==> config.mk <==
export PLATFORM = sky130hd
export DESIGN_NAME = tdm_command_audio_port
export DESIGN_NICKNAME = d
export VERILOG_FILES = /design/src/rtl/tdm_pin_sync.v /design/src/rtl/tdm_command_audio_port.v
export VERILOG_INCLUDE_DIRS = /design/src /design/src/rtl
export SDC_FILE = /design/constraint.sdc
export NUM_CORES = 1
export LEC_CHECK = 0
export BUFFER_PORTS_ARGS = -buffer_cell sky130_fd_sc_hd__buf_2
export CORE_MARGIN = 5
export CORE_UTILIZATION = 45
export DETAILED_ROUTE_END_ITERATION = 8
export GPL_ROUTABILITY_DRIVEN = 0
export PLACE_DENSITY = 0.69
export SYNTH_ARGS = -nofsm -noshare
export SYNTH_HDL_FRONTEND = slang
export SYNTH_SLANG_ARGS = --single-unit
==> constraint.sdc <==
create_clock -name clock -period 19 [get_ports clock]
set_input_delay 1.9 -clock clock [delete_from_list [all_inputs] [get_ports clock]]
set_output_delay 1.9 -clock clock [all_outputs]
set_load 0.05 [all_outputs]
==> src/rtl/tdm_port_consts.vh <==
// Constants for the multiplexed command and audio serial port
`ifndef TDM_PORT_CONSTS_VH
`define TDM_PORT_CONSTS_VH

// Packet layout
`define TDM_PKT_LAST 5'd31
`define TDM_BIT_ID_ASSIGN 31
`define TDM_BIT_EXT_CMD 30
`define TDM_BIT_CHAIN_SEL 29
`define TDM_DEVID_HI 28
`define TDM_DEVID_LO 24
`define TDM_BIT_READ 23
`define TDM_REGNUM_HI 22
`define TDM_REGNUM_LO 16
`define TDM_SAMPLE_HI 31
`define TDM_SAMPLE_LO 8

// Device ID values
`define TDM_ID_BROADCAST 5'h1f
`define TDM_ID_NONE 5'h00
`define TDM_ID_MAX 5'd30
`define TDM_STROBE_PULSE 3'd2

// Read window in bit positions after the frame's shift counter
`define TDM_RD_ARM 5'd14
`define TDM_RD_LOAD 5'd15
`define TDM_RD_FIRST 5'd16
`define TDM_RD_LAST 5'd23

// Device register numbers
`define TDM_REG_FIRST 7'd16
`define TDM_REG_LAST_RW 7'd20
`define TDM_REG_LAST 7'd22
`define TDM_REG_DEVID 7'd23
`define TDM_REG_OUTCTL_IDX 3
`define TDM_OUTCTL_BIT 4
`define TDM_REG_RESET 8'h00

// AXI4-Lite map, byte addresses
`define TDM_AXI_CONTROL 5'h00
`define TDM_AXI_STATUS 5'h04
`define TDM_AXI_LEFT 5'h08
`define TDM_AXI_RIGHT 5'h0c
`define TDM_AXI_OUTCTL 5'h10
`define TDM_CONTROL_RESET 1'b1
`define TDM_RESP_OKAY 2'b00
`define TDM_RESP_DECERR 2'b11

`endif

==> src/rtl/tdm_pin_sync.v <==
// Two-stage synchroniser for link pins
`timescale 1ns/1ps
`default_nettype none
module tdm_pin_sync #(
	parameter WIDTH = 4
) (
	input wire clock,
	input wire rst,
	input wire clockEnable,
	input wire [WIDTH-1:0] pinIn,
	output reg [WIDTH-1:0] pinSync
);
	reg [WIDTH-1:0] stage1_r;

	// First stage feeds only the second
	always @(posedge clock or posedge rst) begin
		if (rst) begin
			stage1_r <= {WIDTH{1'b0}};
			pinSync <= {WIDTH{1'b0}};
		end else if (clockEnable) begin
			stage1_r <= pinIn;
			pinSync <= stage1_r;
		end
	end
endmodule
`default_nettype wire

==> src/rtl/tdm_command_audio_port.v <==
// Multiplexed command and audio serial port with AXI4-Lite status
//
// Behaviour
// - Every packet is 32 bits; its low byte carries no meaning.
// - Packets shift most significant bit first.
// - Bit 30 high adds an extended packet; such frames carry no audio.
// - Two audio channels take part unless the output control bit in register 19 is set.
// - Bit 31 high makes the frame an ID-assignment frame; other bits ignored.
// - Bit 29 selects chain; this input-chain device acts only when it is low.
// - Bits 28:24 give the device ID; chain top is ID 1, then 2, 3.
// - At most 30 IDs are valid per chain.
// - Write with ID 0x1F is a broadcast accepted by every device.
// - ID 0x00 selects no device.
// - Bit 23 high requests a register read, low a write.
// - Bits 22:16 hold the register number, bits 15:8 the data.
// - Read replies never drive the unused low byte.
// - Extended packet decodes like the command, bit 31 reserved.
// - Register 23 reports the acquired device ID.
// - Read data shifts out during the data phase of the command.
// - Input sampled on bit clock rise; output launched on its fall.
// - Output driver enables one bit clock before the first data bit.
// - Chain output is high during the last owned audio channel.
// - Device with the register 19 output control bit set passes chain input to chain output outside ID frames.
// - Two frames with a two-bit-clock strobe pulse enter multiplexed mode.
// - In ID frames the device counts bit clocks and watches chain input.
`timescale 1ns/1ps
`default_nettype none
`include "tdm_port_consts.vh"
module tdm_command_audio_port #(
	parameter SAMPLE_W = 24
) (
	input wire clock,
	input wire rst,
	input wire clockEnable,
	input wire [4:0] s_axi_awaddr,
	input wire s_axi_awvalid,
	output reg s_axi_awready,
	input wire [31:0] s_axi_wdata,
	input wire [3:0] s_axi_wstrb,
	input wire s_axi_wvalid,
	output reg s_axi_wready,
	output reg [1:0] s_axi_bresp,
	output reg s_axi_bvalid,
	input wire s_axi_bready,
	input wire [4:0] s_axi_araddr,
	input wire s_axi_arvalid,
	output reg s_axi_arready,
	output reg [31:0] s_axi_rdata,
	output reg [1:0] s_axi_rresp,
	output reg s_axi_rvalid,
	input wire s_axi_rready,
	input wire bit_clock,
	input wire frame_strobe,
	input wire serial_in,
	input wire chain_in,
	output reg serialOut,
	output reg serialOutEn,
	output reg chainOut,
	output reg [SAMPLE_W-1:0] leftSample,
	output reg [SAMPLE_W-1:0] rightSample,
	output reg sampleValid,
	output reg muxMode
);
	wire [3:0] pinSync;
	wire bckS = pinSync[3];
	wire strobeS = pinSync[2];
	wire dataS = pinSync[1];
	wire chainS = pinSync[0];

	reg bckPrev_r;
	reg portEnable_r;
	reg prevStrobe_r;
	reg [2:0] strobeWidth_r;
	reg [1:0] goodFrames_r;
	reg [31:0] shift_r;
	reg [4:0] bitIdx_r;
	reg [4:0] pktIdx_r;
	reg frameOn_r;
	reg idFrame_r;
	reg extPending_r;
	reg audioOk_r;
	reg [4:0] devId_r;
	reg [4:0] idCount_r;
	reg idSeen_r;
	reg [1:0] slot_r;
	reg [SAMPLE_W-1:0] leftHold_r;
	reg readArm_r;
	reg [7:0] outShift_r;
	reg [7:0] devReg_r [0:6];
	reg [4:0] awAddr_r;
	reg awHeld_r;
	reg [31:0] wData_r;
	reg [3:0] wStrb_r;
	reg wHeld_r;
	integer i;

	wire bckRise = bckS & ~bckPrev_r;
	wire bckFall = ~bckS & bckPrev_r;
	wire riseEn = bckRise & portEnable_r;
	wire fallEn = bckFall & portEnable_r;
	wire frameStart = strobeS & ~prevStrobe_r;
	wire [31:0] newBit = {shift_r[30:0], dataS};
	wire outDisable = devReg_r[`TDM_REG_OUTCTL_IDX][`TDM_OUTCTL_BIT];

	// Command selects this device
	function cmdSelected;
		input [4:0] ownId;
		input chainSel;
		input [4:0] cmdId;
		input isRead;
		begin
			cmdSelected = ~chainSel &
				(((ownId != `TDM_ID_NONE) && (cmdId == ownId)) ||
				((cmdId == `TDM_ID_BROADCAST) && ~isRead));
		end
	endfunction

	// Device register read value
	function [7:0] devRegRead;
		input [6:0] num;
		input [4:0] ownId;
		reg [6:0] off;
		begin
			off = num - `TDM_REG_FIRST;
			if (num == `TDM_REG_DEVID)
				devRegRead = {3'h0, ownId};
			else if (num >= `TDM_REG_FIRST && num <= `TDM_REG_LAST)
				devRegRead = devReg_r[off[2:0]];
			else
				devRegRead = 8'h00;
		end
	endfunction

	// Pin synchroniser
	tdm_pin_sync #(
		.WIDTH(4)
	) pinSyncInst (
		.clock(clock),
		.rst(rst),
		.clockEnable(clockEnable),
		.pinIn({bit_clock, frame_strobe, serial_in, chain_in}),
		.pinSync(pinSync)
	);

	// Bit clock edge finder
	always @(posedge clock or posedge rst) begin
		if (rst) begin
			bckPrev_r <= 1'b0;
		end else if (clockEnable) begin
			bckPrev_r <= bckS;
		end
	end

	// Strobe width watch for mode entry
	always @(posedge clock or posedge rst) begin
		if (rst) begin
			prevStrobe_r <= 1'b0;
			strobeWidth_r <= 3'h0;
			goodFrames_r <= 2'h0;
			muxMode <= 1'b0;
		end else if (clockEnable) begin
			if (!portEnable_r) begin
				goodFrames_r <= 2'h0;
				muxMode <= 1'b0;
			end else if (bckRise) begin
				prevStrobe_r <= strobeS;
				if (strobeS) begin
					if (!prevStrobe_r)
						strobeWidth_r <= 3'h1;
					else if (strobeWidth_r != 3'h7)
						strobeWidth_r <= strobeWidth_r + 3'h1;
				end else if (prevStrobe_r) begin
					if (strobeWidth_r == `TDM_STROBE_PULSE) begin
						if (goodFrames_r != 2'h2)
							goodFrames_r <= goodFrames_r + 2'h1;
						if (goodFrames_r != 2'h0)
							muxMode <= 1'b1;
					end else begin
						goodFrames_r <= 2'h0;
						muxMode <= 1'b0;
					end
				end
			end
		end
	end

	// Receive side on bit clock rise; register 19 also taken from the AXI write
	always @(posedge clock or posedge rst) begin
		if (rst) begin
			shift_r <= 32'h0;
			bitIdx_r <= 5'h0;
			pktIdx_r <= 5'h0;
			frameOn_r <= 1'b0;
			idFrame_r <= 1'b0;
			extPending_r <= 1'b0;
			audioOk_r <= 1'b0;
			devId_r <= `TDM_ID_NONE;
			idCount_r <= 5'h0;
			idSeen_r <= 1'b0;
			slot_r <= 2'h0;
			leftHold_r <= {SAMPLE_W{1'b0}};
			leftSample <= {SAMPLE_W{1'b0}};
			rightSample <= {SAMPLE_W{1'b0}};
			sampleValid <= 1'b0;
			readArm_r <= 1'b0;
			for (i = 0; i < 7; i = i + 1)
				devReg_r[i] <= `TDM_REG_RESET;
		end else if (clockEnable) begin
			sampleValid <= 1'b0;
			if (s_axi_bvalid == 1'b0 && awHeld_r && wHeld_r && wStrb_r[0] &&
				awAddr_r == `TDM_AXI_OUTCTL)
				devReg_r[`TDM_REG_OUTCTL_IDX] <= wData_r[7:0];
			if (riseEn && frameStart) begin
				shift_r <= {31'h0, dataS};
				bitIdx_r <= 5'h1;
				pktIdx_r <= 5'h0;
				frameOn_r <= muxMode;
				idFrame_r <= 1'b0;
				extPending_r <= 1'b0;
				audioOk_r <= 1'b1;
				idCount_r <= 5'h0;
				slot_r <= 2'h0;
				readArm_r <= 1'b0;
			end else if (riseEn) begin
				shift_r <= newBit;
				bitIdx_r <= bitIdx_r + 5'h1;
				// ID assignment walk along the chain
				if (idFrame_r && frameOn_r) begin
					if (idCount_r != 5'h1f)
						idCount_r <= idCount_r + 5'h1;
					if (!idSeen_r && chainS) begin
						idSeen_r <= 1'b1;
						devId_r <= (idCount_r < `TDM_ID_MAX) ?
							idCount_r + 5'h1 : `TDM_ID_MAX;
					end
				end
				// Read arming once ID and direction are known
				if (frameOn_r && !idFrame_r && bitIdx_r == `TDM_RD_ARM &&
					(pktIdx_r == 5'h0 || extPending_r))
					readArm_r <= ~(pktIdx_r == 5'h0 && newBit[14]) & newBit[6] &
						cmdSelected(devId_r, newBit[12], newBit[11:7], 1'b1);
				if (bitIdx_r == `TDM_RD_LAST)
					readArm_r <= 1'b0;
				// Packet complete
				if (bitIdx_r == `TDM_PKT_LAST && frameOn_r && !idFrame_r) begin
					if (pktIdx_r != 5'h1f)
						pktIdx_r <= pktIdx_r + 5'h1;
					if (pktIdx_r == 5'h0 && newBit[`TDM_BIT_ID_ASSIGN]) begin
						idFrame_r <= 1'b1;
						idSeen_r <= 1'b0;
						audioOk_r <= 1'b0;
					end else if (pktIdx_r == 5'h0 || extPending_r) begin
						extPending_r <= newBit[`TDM_BIT_EXT_CMD];
						if (newBit[`TDM_BIT_EXT_CMD] || extPending_r)
							audioOk_r <= 1'b0;
						if (!newBit[`TDM_BIT_READ] && cmdSelected(devId_r,
							newBit[`TDM_BIT_CHAIN_SEL],
							newBit[`TDM_DEVID_HI:`TDM_DEVID_LO], 1'b0) &&
							newBit[`TDM_REGNUM_HI:`TDM_REGNUM_LO] >= `TDM_REG_FIRST &&
							newBit[`TDM_REGNUM_HI:`TDM_REGNUM_LO] <= `TDM_REG_LAST_RW)
							devReg_r[newBit[18:16] - 3'h0] <= newBit[15:8];
						if (slot_r == 2'h0 && chainS && !outDisable &&
							!newBit[`TDM_BIT_EXT_CMD] && !extPending_r)
							slot_r <= 2'h1;
					end else if (audioOk_r) begin
						// Audio packet: top 24 bits, low byte dropped
						if (slot_r == 2'h1) begin
							leftHold_r <= newBit[`TDM_SAMPLE_HI:`TDM_SAMPLE_LO];
							slot_r <= 2'h2;
						end else if (slot_r == 2'h2) begin
							leftSample <= leftHold_r;
							rightSample <= newBit[`TDM_SAMPLE_HI:`TDM_SAMPLE_LO];
							sampleValid <= 1'b1;
							slot_r <= 2'h3;
						end else if (slot_r == 2'h0 && chainS && !outDisable) begin
							slot_r <= 2'h1;
						end
					end
				end
			end
		end
	end

	// Transmit side on bit clock fall; read byte loaded on the rise
	always @(posedge clock or posedge rst) begin
		if (rst) begin
			serialOut <= 1'b0;
			serialOutEn <= 1'b0;
			chainOut <= 1'b0;
			outShift_r <= 8'h0;
		end else if (clockEnable) begin
			if (riseEn && readArm_r && bitIdx_r == `TDM_RD_LOAD)
				outShift_r <= devRegRead(newBit[6:0], devId_r);
			if (fallEn) begin
				// Driver on from one bit ahead to the last data bit
				serialOutEn <= readArm_r && bitIdx_r >= `TDM_RD_LOAD &&
					bitIdx_r <= `TDM_RD_LAST;
				if (readArm_r && bitIdx_r >= `TDM_RD_FIRST &&
					bitIdx_r <= `TDM_RD_LAST) begin
					serialOut <= outShift_r[7];
					outShift_r <= {outShift_r[6:0], 1'b0};
				end else begin
					serialOut <= 1'b0;
				end
				// Chain output by frame kind
				if (idFrame_r && frameOn_r)
					chainOut <= idSeen_r;
				else if (outDisable)
					chainOut <= chainS;
				else
					chainOut <= frameOn_r && slot_r == 2'h2;
			end
		end
	end

	// AXI4-Lite write channels, address and data in either order
	always @(posedge clock or posedge rst) begin
		if (rst) begin
			s_axi_awready <= 1'b1;
			s_axi_wready <= 1'b1;
			s_axi_bvalid <= 1'b0;
			s_axi_bresp <= `TDM_RESP_OKAY;
			awAddr_r <= 5'h0;
			awHeld_r <= 1'b0;
			wData_r <= 32'h0;
			wStrb_r <= 4'h0;
			wHeld_r <= 1'b0;
			portEnable_r <= `TDM_CONTROL_RESET;
		end else if (clockEnable) begin
			if (s_axi_awvalid && s_axi_awready) begin
				awAddr_r <= s_axi_awaddr;
				awHeld_r <= 1'b1;
				s_axi_awready <= 1'b0;
			end
			if (s_axi_wvalid && s_axi_wready) begin
				wData_r <= s_axi_wdata;
				wStrb_r <= s_axi_wstrb;
				wHeld_r <= 1'b1;
				s_axi_wready <= 1'b0;
			end
			if (awHeld_r && wHeld_r && !s_axi_bvalid) begin
				s_axi_bvalid <= 1'b1;
				if (awAddr_r == `TDM_AXI_CONTROL) begin
					s_axi_bresp <= `TDM_RESP_OKAY;
					if (wStrb_r[0])
						portEnable_r <= wData_r[0];
				end else if (awAddr_r == `TDM_AXI_OUTCTL ||
					awAddr_r == `TDM_AXI_STATUS || awAddr_r == `TDM_AXI_LEFT ||
					awAddr_r == `TDM_AXI_RIGHT) begin
					s_axi_bresp <= `TDM_RESP_OKAY;
				end else begin
					s_axi_bresp <= `TDM_RESP_DECERR;
				end
			end
			if (s_axi_bvalid && s_axi_bready) begin
				s_axi_bvalid <= 1'b0;
				awHeld_r <= 1'b0;
				wHeld_r <= 1'b0;
				s_axi_awready <= 1'b1;
				s_axi_wready <= 1'b1;
			end
		end
	end

	// AXI4-Lite read channel
	always @(posedge clock or posedge rst) begin
		if (rst) begin
			s_axi_arready <= 1'b1;
			s_axi_rvalid <= 1'b0;
			s_axi_rdata <= 32'h0;
			s_axi_rresp <= `TDM_RESP_OKAY;
		end else if (clockEnable) begin
			if (s_axi_arvalid && s_axi_arready) begin
				s_axi_arready <= 1'b0;
				s_axi_rvalid <= 1'b1;
				s_axi_rresp <= `TDM_RESP_OKAY;
				case (s_axi_araddr)
					`TDM_AXI_CONTROL: s_axi_rdata <= {31'h0, portEnable_r};
					`TDM_AXI_STATUS: s_axi_rdata <= {21'h0, idSeen_r, idFrame_r,
						muxMode, slot_r, 1'b0, devId_r};
					`TDM_AXI_LEFT: s_axi_rdata <= {{(32-SAMPLE_W){1'b0}}, leftSample};
					`TDM_AXI_RIGHT: s_axi_rdata <= {{(32-SAMPLE_W){1'b0}}, rightSample};
					`TDM_AXI_OUTCTL: s_axi_rdata <= {24'h0,
						devReg_r[`TDM_REG_OUTCTL_IDX]};
					default: begin
						s_axi_rdata <= 32'h0;
						s_axi_rresp <= `TDM_RESP_DECERR;
					end
				endcase
			end
			if (s_axi_rvalid && s_axi_rready) begin
				s_axi_rvalid <= 1'b0;
				s_axi_arready <= 1'b1;
			end
		end
	end
endmodule
`default_nettype wire

## After elaboration in Yosys (flattened, before gate mapping)

Index checks and enable logic that the tools add are counted.
W data, S select, Z words.

| storage, ports and cells | value |
|---|---|
| input port bits | 58 |
| flip-flop bits (word level) | 273 |
| word-level logic and storage cells | 329 |
| output and inout bits | 94 |

| cells by class | value |
|---|---|
| equal/unequal tests | 31 |
| magnitude comparators | 11 |
| reductions and logical operators | 103 |
| multiplexer cells | 108 |
| add/sub/neg operators | 6 |
| bitwise gates (word level) | 22 |

Operator list:

| operator | number |
|---|---|
| $mux W32 | 6 |
| $pmux W24 S5 | 1 |
| $mux W8 | 10 |
| $mux W31 | 2 |
| $bwmux W56 | 1 |
| $mux W5 | 11 |
| $mux W1 | 54 |
| $logic_and A1 B1 Y1 | 39 |
| $mux W2 | 19 |
| $eq A5 B4 Y1 const B | 6 |
| $reduce_and A5 Y1 | 6 |
| $eq A5 B5 Y1 const B | 5 |
| $bmux W8 S3 | 1 |
| $demux W8 S3 | 1 |
| $reduce_bool A2 Y1 | 12 |
| $reduce_and A2 Y1 | 11 |
| $reduce_and A4 Y1 | 4 |
| $add A5 B1 Y5 const B | 3 |
| $logic_not A5 Y1 | 3 |
| $ge A7 B5 Y1 const B | 2 |
| $le A7 B5 Y1 const B | 2 |
| $reduce_and A7 Y1 | 2 |
| $reduce_bool A3 Y1 | 4 |
| $not A1 Y1 | 11 |
| other kinds (31) | 65 |

## Logic depth before layout (Yosys ltp)

| logic depth | value |
|---|---|
| depth after elaboration | 14 |
| gate-level depth with buffers | 10 |
| gate-level depth less buffers | 8 |

## Hierarchy

A second synthesis with hierarchy kept.

| unflattened totals | value |
|---|---|
| cell total of the unflattened synthesis | 1036 |
| area, all modules | 12124.1 sq um |

By module, submodules not included:

| module | cells an instance | sequential area each (sq um) | area each (sq um) | times used |
|---|---|---|---|---|
| tdm_command_audio_port | 1018 | 6386.1 | 11788.8 | 1 |
| tdm_pin_sync | 18 | 200.2 | 335.3 | 1 |

## Least setup slack after synthesis

OpenSTA, ideal clock, no wires.

| timing path | value |
|---|---|
| path kind | input port to flip-flop |
| start | input clockEnable |
| end | register leftSample[13] |
| path buffers | 2 |
| stages on the path | 7 |
| data required time | 18.875 ns |
| path slack | 15.574 ns |
| arrival | 3.301 ns |
| library setup time | 0.125 ns |
| cells stage by stage | nand4b_1 nor2_4 nand2_2 nor2_1 buf_6 buf_6 mux2_2 |

| between the ends | value |
|---|---|
| word-level cells in the longest chain between the ends | 1 |

RTL lines:

| what | line | source |
|---|---|---|
| from (decl) | tdm_command_audio_port.v:34 | `input wire clockEnable,` |
| $reduce_and A9 Y1 (no source line) | - |  |
| to (signal assigned) | tdm_command_audio_port.v:202 | `leftSample <= {SAMPLE_W{1'b0}};` |
| to (signal assigned) | tdm_command_audio_port.v:271 | `leftSample <= leftHold_r;` |
| to (decl) | tdm_command_audio_port.v:59 | `output reg [SAMPLE_W-1:0] leftSample,` |

No other way between the ends.
A chain may end at the register's enable or synchronous reset.

## Worst setup path after layout

| timing path | value |
|---|---|
| start | input clockEnable |
| end | register rightSample[5] |

| between the ends | value |
|---|---|
| word-level cells in the longest chain between the ends | 1 |

RTL lines:

| what | line | source |
|---|---|---|
| $reduce_and A9 Y1 (no source line) | - |  |
| to (signal assigned) | tdm_command_audio_port.v:203 | `rightSample <= {SAMPLE_W{1'b0}};` |
| to (signal assigned) | tdm_command_audio_port.v:272 | `` rightSample <= newBit[`TDM_SAMPLE_HI:`TDM_SAMPLE_LO]; `` |
| to (decl) | tdm_command_audio_port.v:60 | `output reg [SAMPLE_W-1:0] rightSample,` |

No other way between the ends.

==> out/metrics.yaml <==
synth:
  avgSynthCellArea_um2: 12.0
  synth.most_common_cell: "dfrtp_1"
  synth_top_cells_by_count: "259 x dfrtp_1, 132 x mux2_2, 92 x nand2_1"
  synth.area.top_cells: "dfrtp_1 54%, mux2_2 12%, a22o_1 2.9%, nand2_1 2.9%, o21ai_0 2.0%"
  async_set_reset_flop_share_out_of_synthesis_pct: 100
  synth_top_cell_area_share_pct: 54.0
  syn-cell-area_um2: 12000
  synth_area_leader_cell: "dfrtp_1"
  synth_sequential_area_ratio_pct: 54.8
  synthesis.instances: 1003
  number_of_warning_messages_in_the_yosys_log: 0
  ys_dominant_reg_cell: "dfrtp_1"
  flip_flop_and_latch_count_after_synthesis: 263
  synth_cell_type_count: 79
  synth-edff-count: 0
routing:
  remaining_drc_errors: 0
  ant_nets: 0
  drt-initial-drc-count: 701
  avgRoutedWirePerCell_um: 20.1
  drt_wl_total_um: 28800
  drt-pass1-iter-count: 7
  routed_vias_inst: 5.78
  via_count: 8276
global_route:
  maximum_number_of_pins_on_one_net_before_global_route_repair: 109
  grt.total_usage_pct: 19.0
  grt_pass1_vias: 8529
  grt_antenna_before_repair: 0
  grt_pass1_wl_um: 46900
  grt-ovfl-total: 0
pwr:
  share_comb_of_total_power_pct: 14.4
  sw_frac_of_total_pct: 28.6
  power_leakage_nw: 6.63
  total_switching_power_mw: 0.395
  power.share.sequential_pct: 48.5
  p_int_mw: 0.983
  peak_supply_drop_uv: 78.3
  pwr_density_cell_nw_per_um2: 101
  clkPwrFrac_pct: 37.1
timing:
  final_critical_path_setup_slack_ns: 15.07
  final_hold_viol_count: 0
  hold-worst-slack_ns: 0.374
  tns_ns: 0
  clock_skew_after_layout_ns: 0.0298
  tightest_slew_ns: 1.15
  min_period_ns: 3.93
  timing.fmax_mhz: 255
  max_slew_margin_pct: 23.3
  fin_crit_sh_pct: 20.7
  setup_viol: 0
  rsz0062_at_grt: "false"
  maxSlewViolCount: 0
final_layout:
  syn_to_layout_area_delta_pct: 13.0
  area_occupied_by_multi_input_gates_um2: 4980
  sequential_cell_area_um2: 6590
  antenna_diode_count: 0
  layout_cell_share_with_drive_strength_beyond_1_pct: 30.2
  fill_cells: 2290
  postLayoutCoreUtil_pct: 51.8
  final_cell_area_um2: 13600
  design.final.nets: 1156
clock_network:
  hold_buffers: 0
  path_clk_slew_ns: 0.06
  post_cts_resized: 0
  cts_made_buffers: 27
  post-cts-setup-buffers: 0
  insertion_delay_ns: 0.54
  ctsLongestPathBuffers: 3
  clockRootBuffer: "clkbuf_16"
  cts_tree: "done"
  htreeDepth: 1
  cts.sinks: 263
die:
  core_area_um2: 26200
  fp.dieW_um: 173
  floorplan.initialDensity_pct: 45.8
  fp_rows: 59
  die-area_um2: 30100
  design.portCount: 152
  die_height_um: 173
worst_setup_path:
  worst_setup_path_end_kind: "register"
  timing.critical_path.fanout_max: 51
  timing.setup.critical_path_class: "in2reg"
  startpoint_type: "input port"
  critPathMaxStageDelay_ns: 0.52
  worst_path_max_delay_cell: "buf_4"
  crit_chain: "buf_2 > buf_4 > nand4b_1 > nor2_4 > nand2_2 > nor2_4 > buf_4 > mux2_2"
  data_arrival_time_of_the_critical_path_ns: 4.32
  crit_required_ns: 19.39
placement:
  detailedPlace.worstSlack_ns: 14.55
  dpl-instance-area_um2: 12700
  post-dp-hpwl_um: 19500
  port-buffer-count: 116
job:
  maxCapViolations: 0
outcome:
  outcome: "finished, final reports clean"
worst_hold_path:
  min_path_type: "reg2reg"
## final timing paths
kind                                           from                    endpoint  slack, ns  depth (start not counted)
min                        devReg_r[13]$_DFFE_PP0P_    devReg_r[13]$_DFFE_PP0P_       0.37                          0
max reg2reg                 bitIdx_r[0]$_DFFE_PP0P_    devReg_r[24]$_DFFE_PP0P_      15.84                          8
min in group asynchronous                       rst     pktIdx_r[0]$_DFFE_PP0P_       1.50                          2
max in group asynchronous                       rst     awAddr_r[2]$_DFFE_PP0P_      15.97                          3
min reg2reg                devReg_r[13]$_DFFE_PP0P_    devReg_r[13]$_DFFE_PP0P_       0.37                          0
max                                     clockEnable  rightSample[5]$_DFFE_PP0P_      15.07                          8
## cells in the final DEF, fill, tap and decap left out, types with 5 or more instances in the layout
cell type,n
mux2i_1,9
mux4_2,8
buf_4,9
clkbuf_16,27
and3_1,6
a311oi_1,5
conb_1,8
a22oi_1,18
xnor2_1,10
nand2b_1,8
mux2_2,132
a21oi_1,20
clkbuf_1,8
clkbuf_8,7
a222oi_1,7
nor2_1,36
inv_1,21
dfrtp_1,259
a22o_1,40
buf_2,116
o21ai_0,47
ha_1,18
nand2_1,92
a21o_1,10
o31ai_1,6
nor3_1,13
nand3_1,32
nand4_1,11
a31oi_1,5
nor2b_1,7
## per-stage QoR
step                cells  power [mW]
global route         1432        1.44
global placement     1386       0.868
floorplan            1010       0.816
detailed placement   1386       0.875
finish               1432        1.38
CTS                  1432        1.39
## power groups by stage
stage / clock network [mW] / registers, mW / logic (mW)
floorplan: 0 / 0.663 / 0.153
global placement: 0 / 0.675 / 0.193
detailed placement: 0 / 0.676 / 0.199
CTS: 0.521 / 0.667 / 0.200
global route: 0.548 / 0.675 / 0.218
finish: 0.511 / 0.668 / 0.198
## critical path: cells and delay by family
family,cells,cell delay (ns)
buf+inv,3,1.04
mux,1,0.41
simple gates,4,0.89
## sequential cells by signal, indices dropped and copies added, names as in the netlist, 2 cells and up
signal	flops
idCount_r	5
slot_r	2
devReg_r	56
leftSample	24
strobeWidth_r	3
shift_r	31
goodFrames_r	2
pktIdx_r	5
rightSample	24
pinSyncInst.pinSync	4
pinSyncInst.stage1_r	4
wData_r	8
outShift_r	8
awAddr_r	5
bitIdx_r	5
leftHold_r	24
s_axi_rdata	24
devId_r	5
## cell families after synthesis
logic type,share of synthesized area (%)
other cells,0.0312
buf+inv,4.05
mux,14.9
simple gates,11.6
fa+ha+maj,1.88
flops,54.8
compound gates,11.8
xor+xnor,0.948
## routing by layer
metal / track usage [%] / vias to the layer above / wire length, um
met1: 26.0 / 4202 / 12500
li1: - / 3771 / -
met4: 4.66 / 0 / 710
met5: 0.160 / - / 0
met2: 31.0 / 255 / 13800
met3: 4.14 / 48 / 1810
## area by class of cell
class | instances | share of cell area (%)
timing repair buffer | 125 | 4.78
clock inverter | 4 | 0.350
multi-input combinational | 641 | 36.7
clock buffer | 42 | 5.91
inverter | 22 | 0.664
sequential | 263 | 48.5
tap | 335 | 3.09
Power figures use the tool's default switching activity.
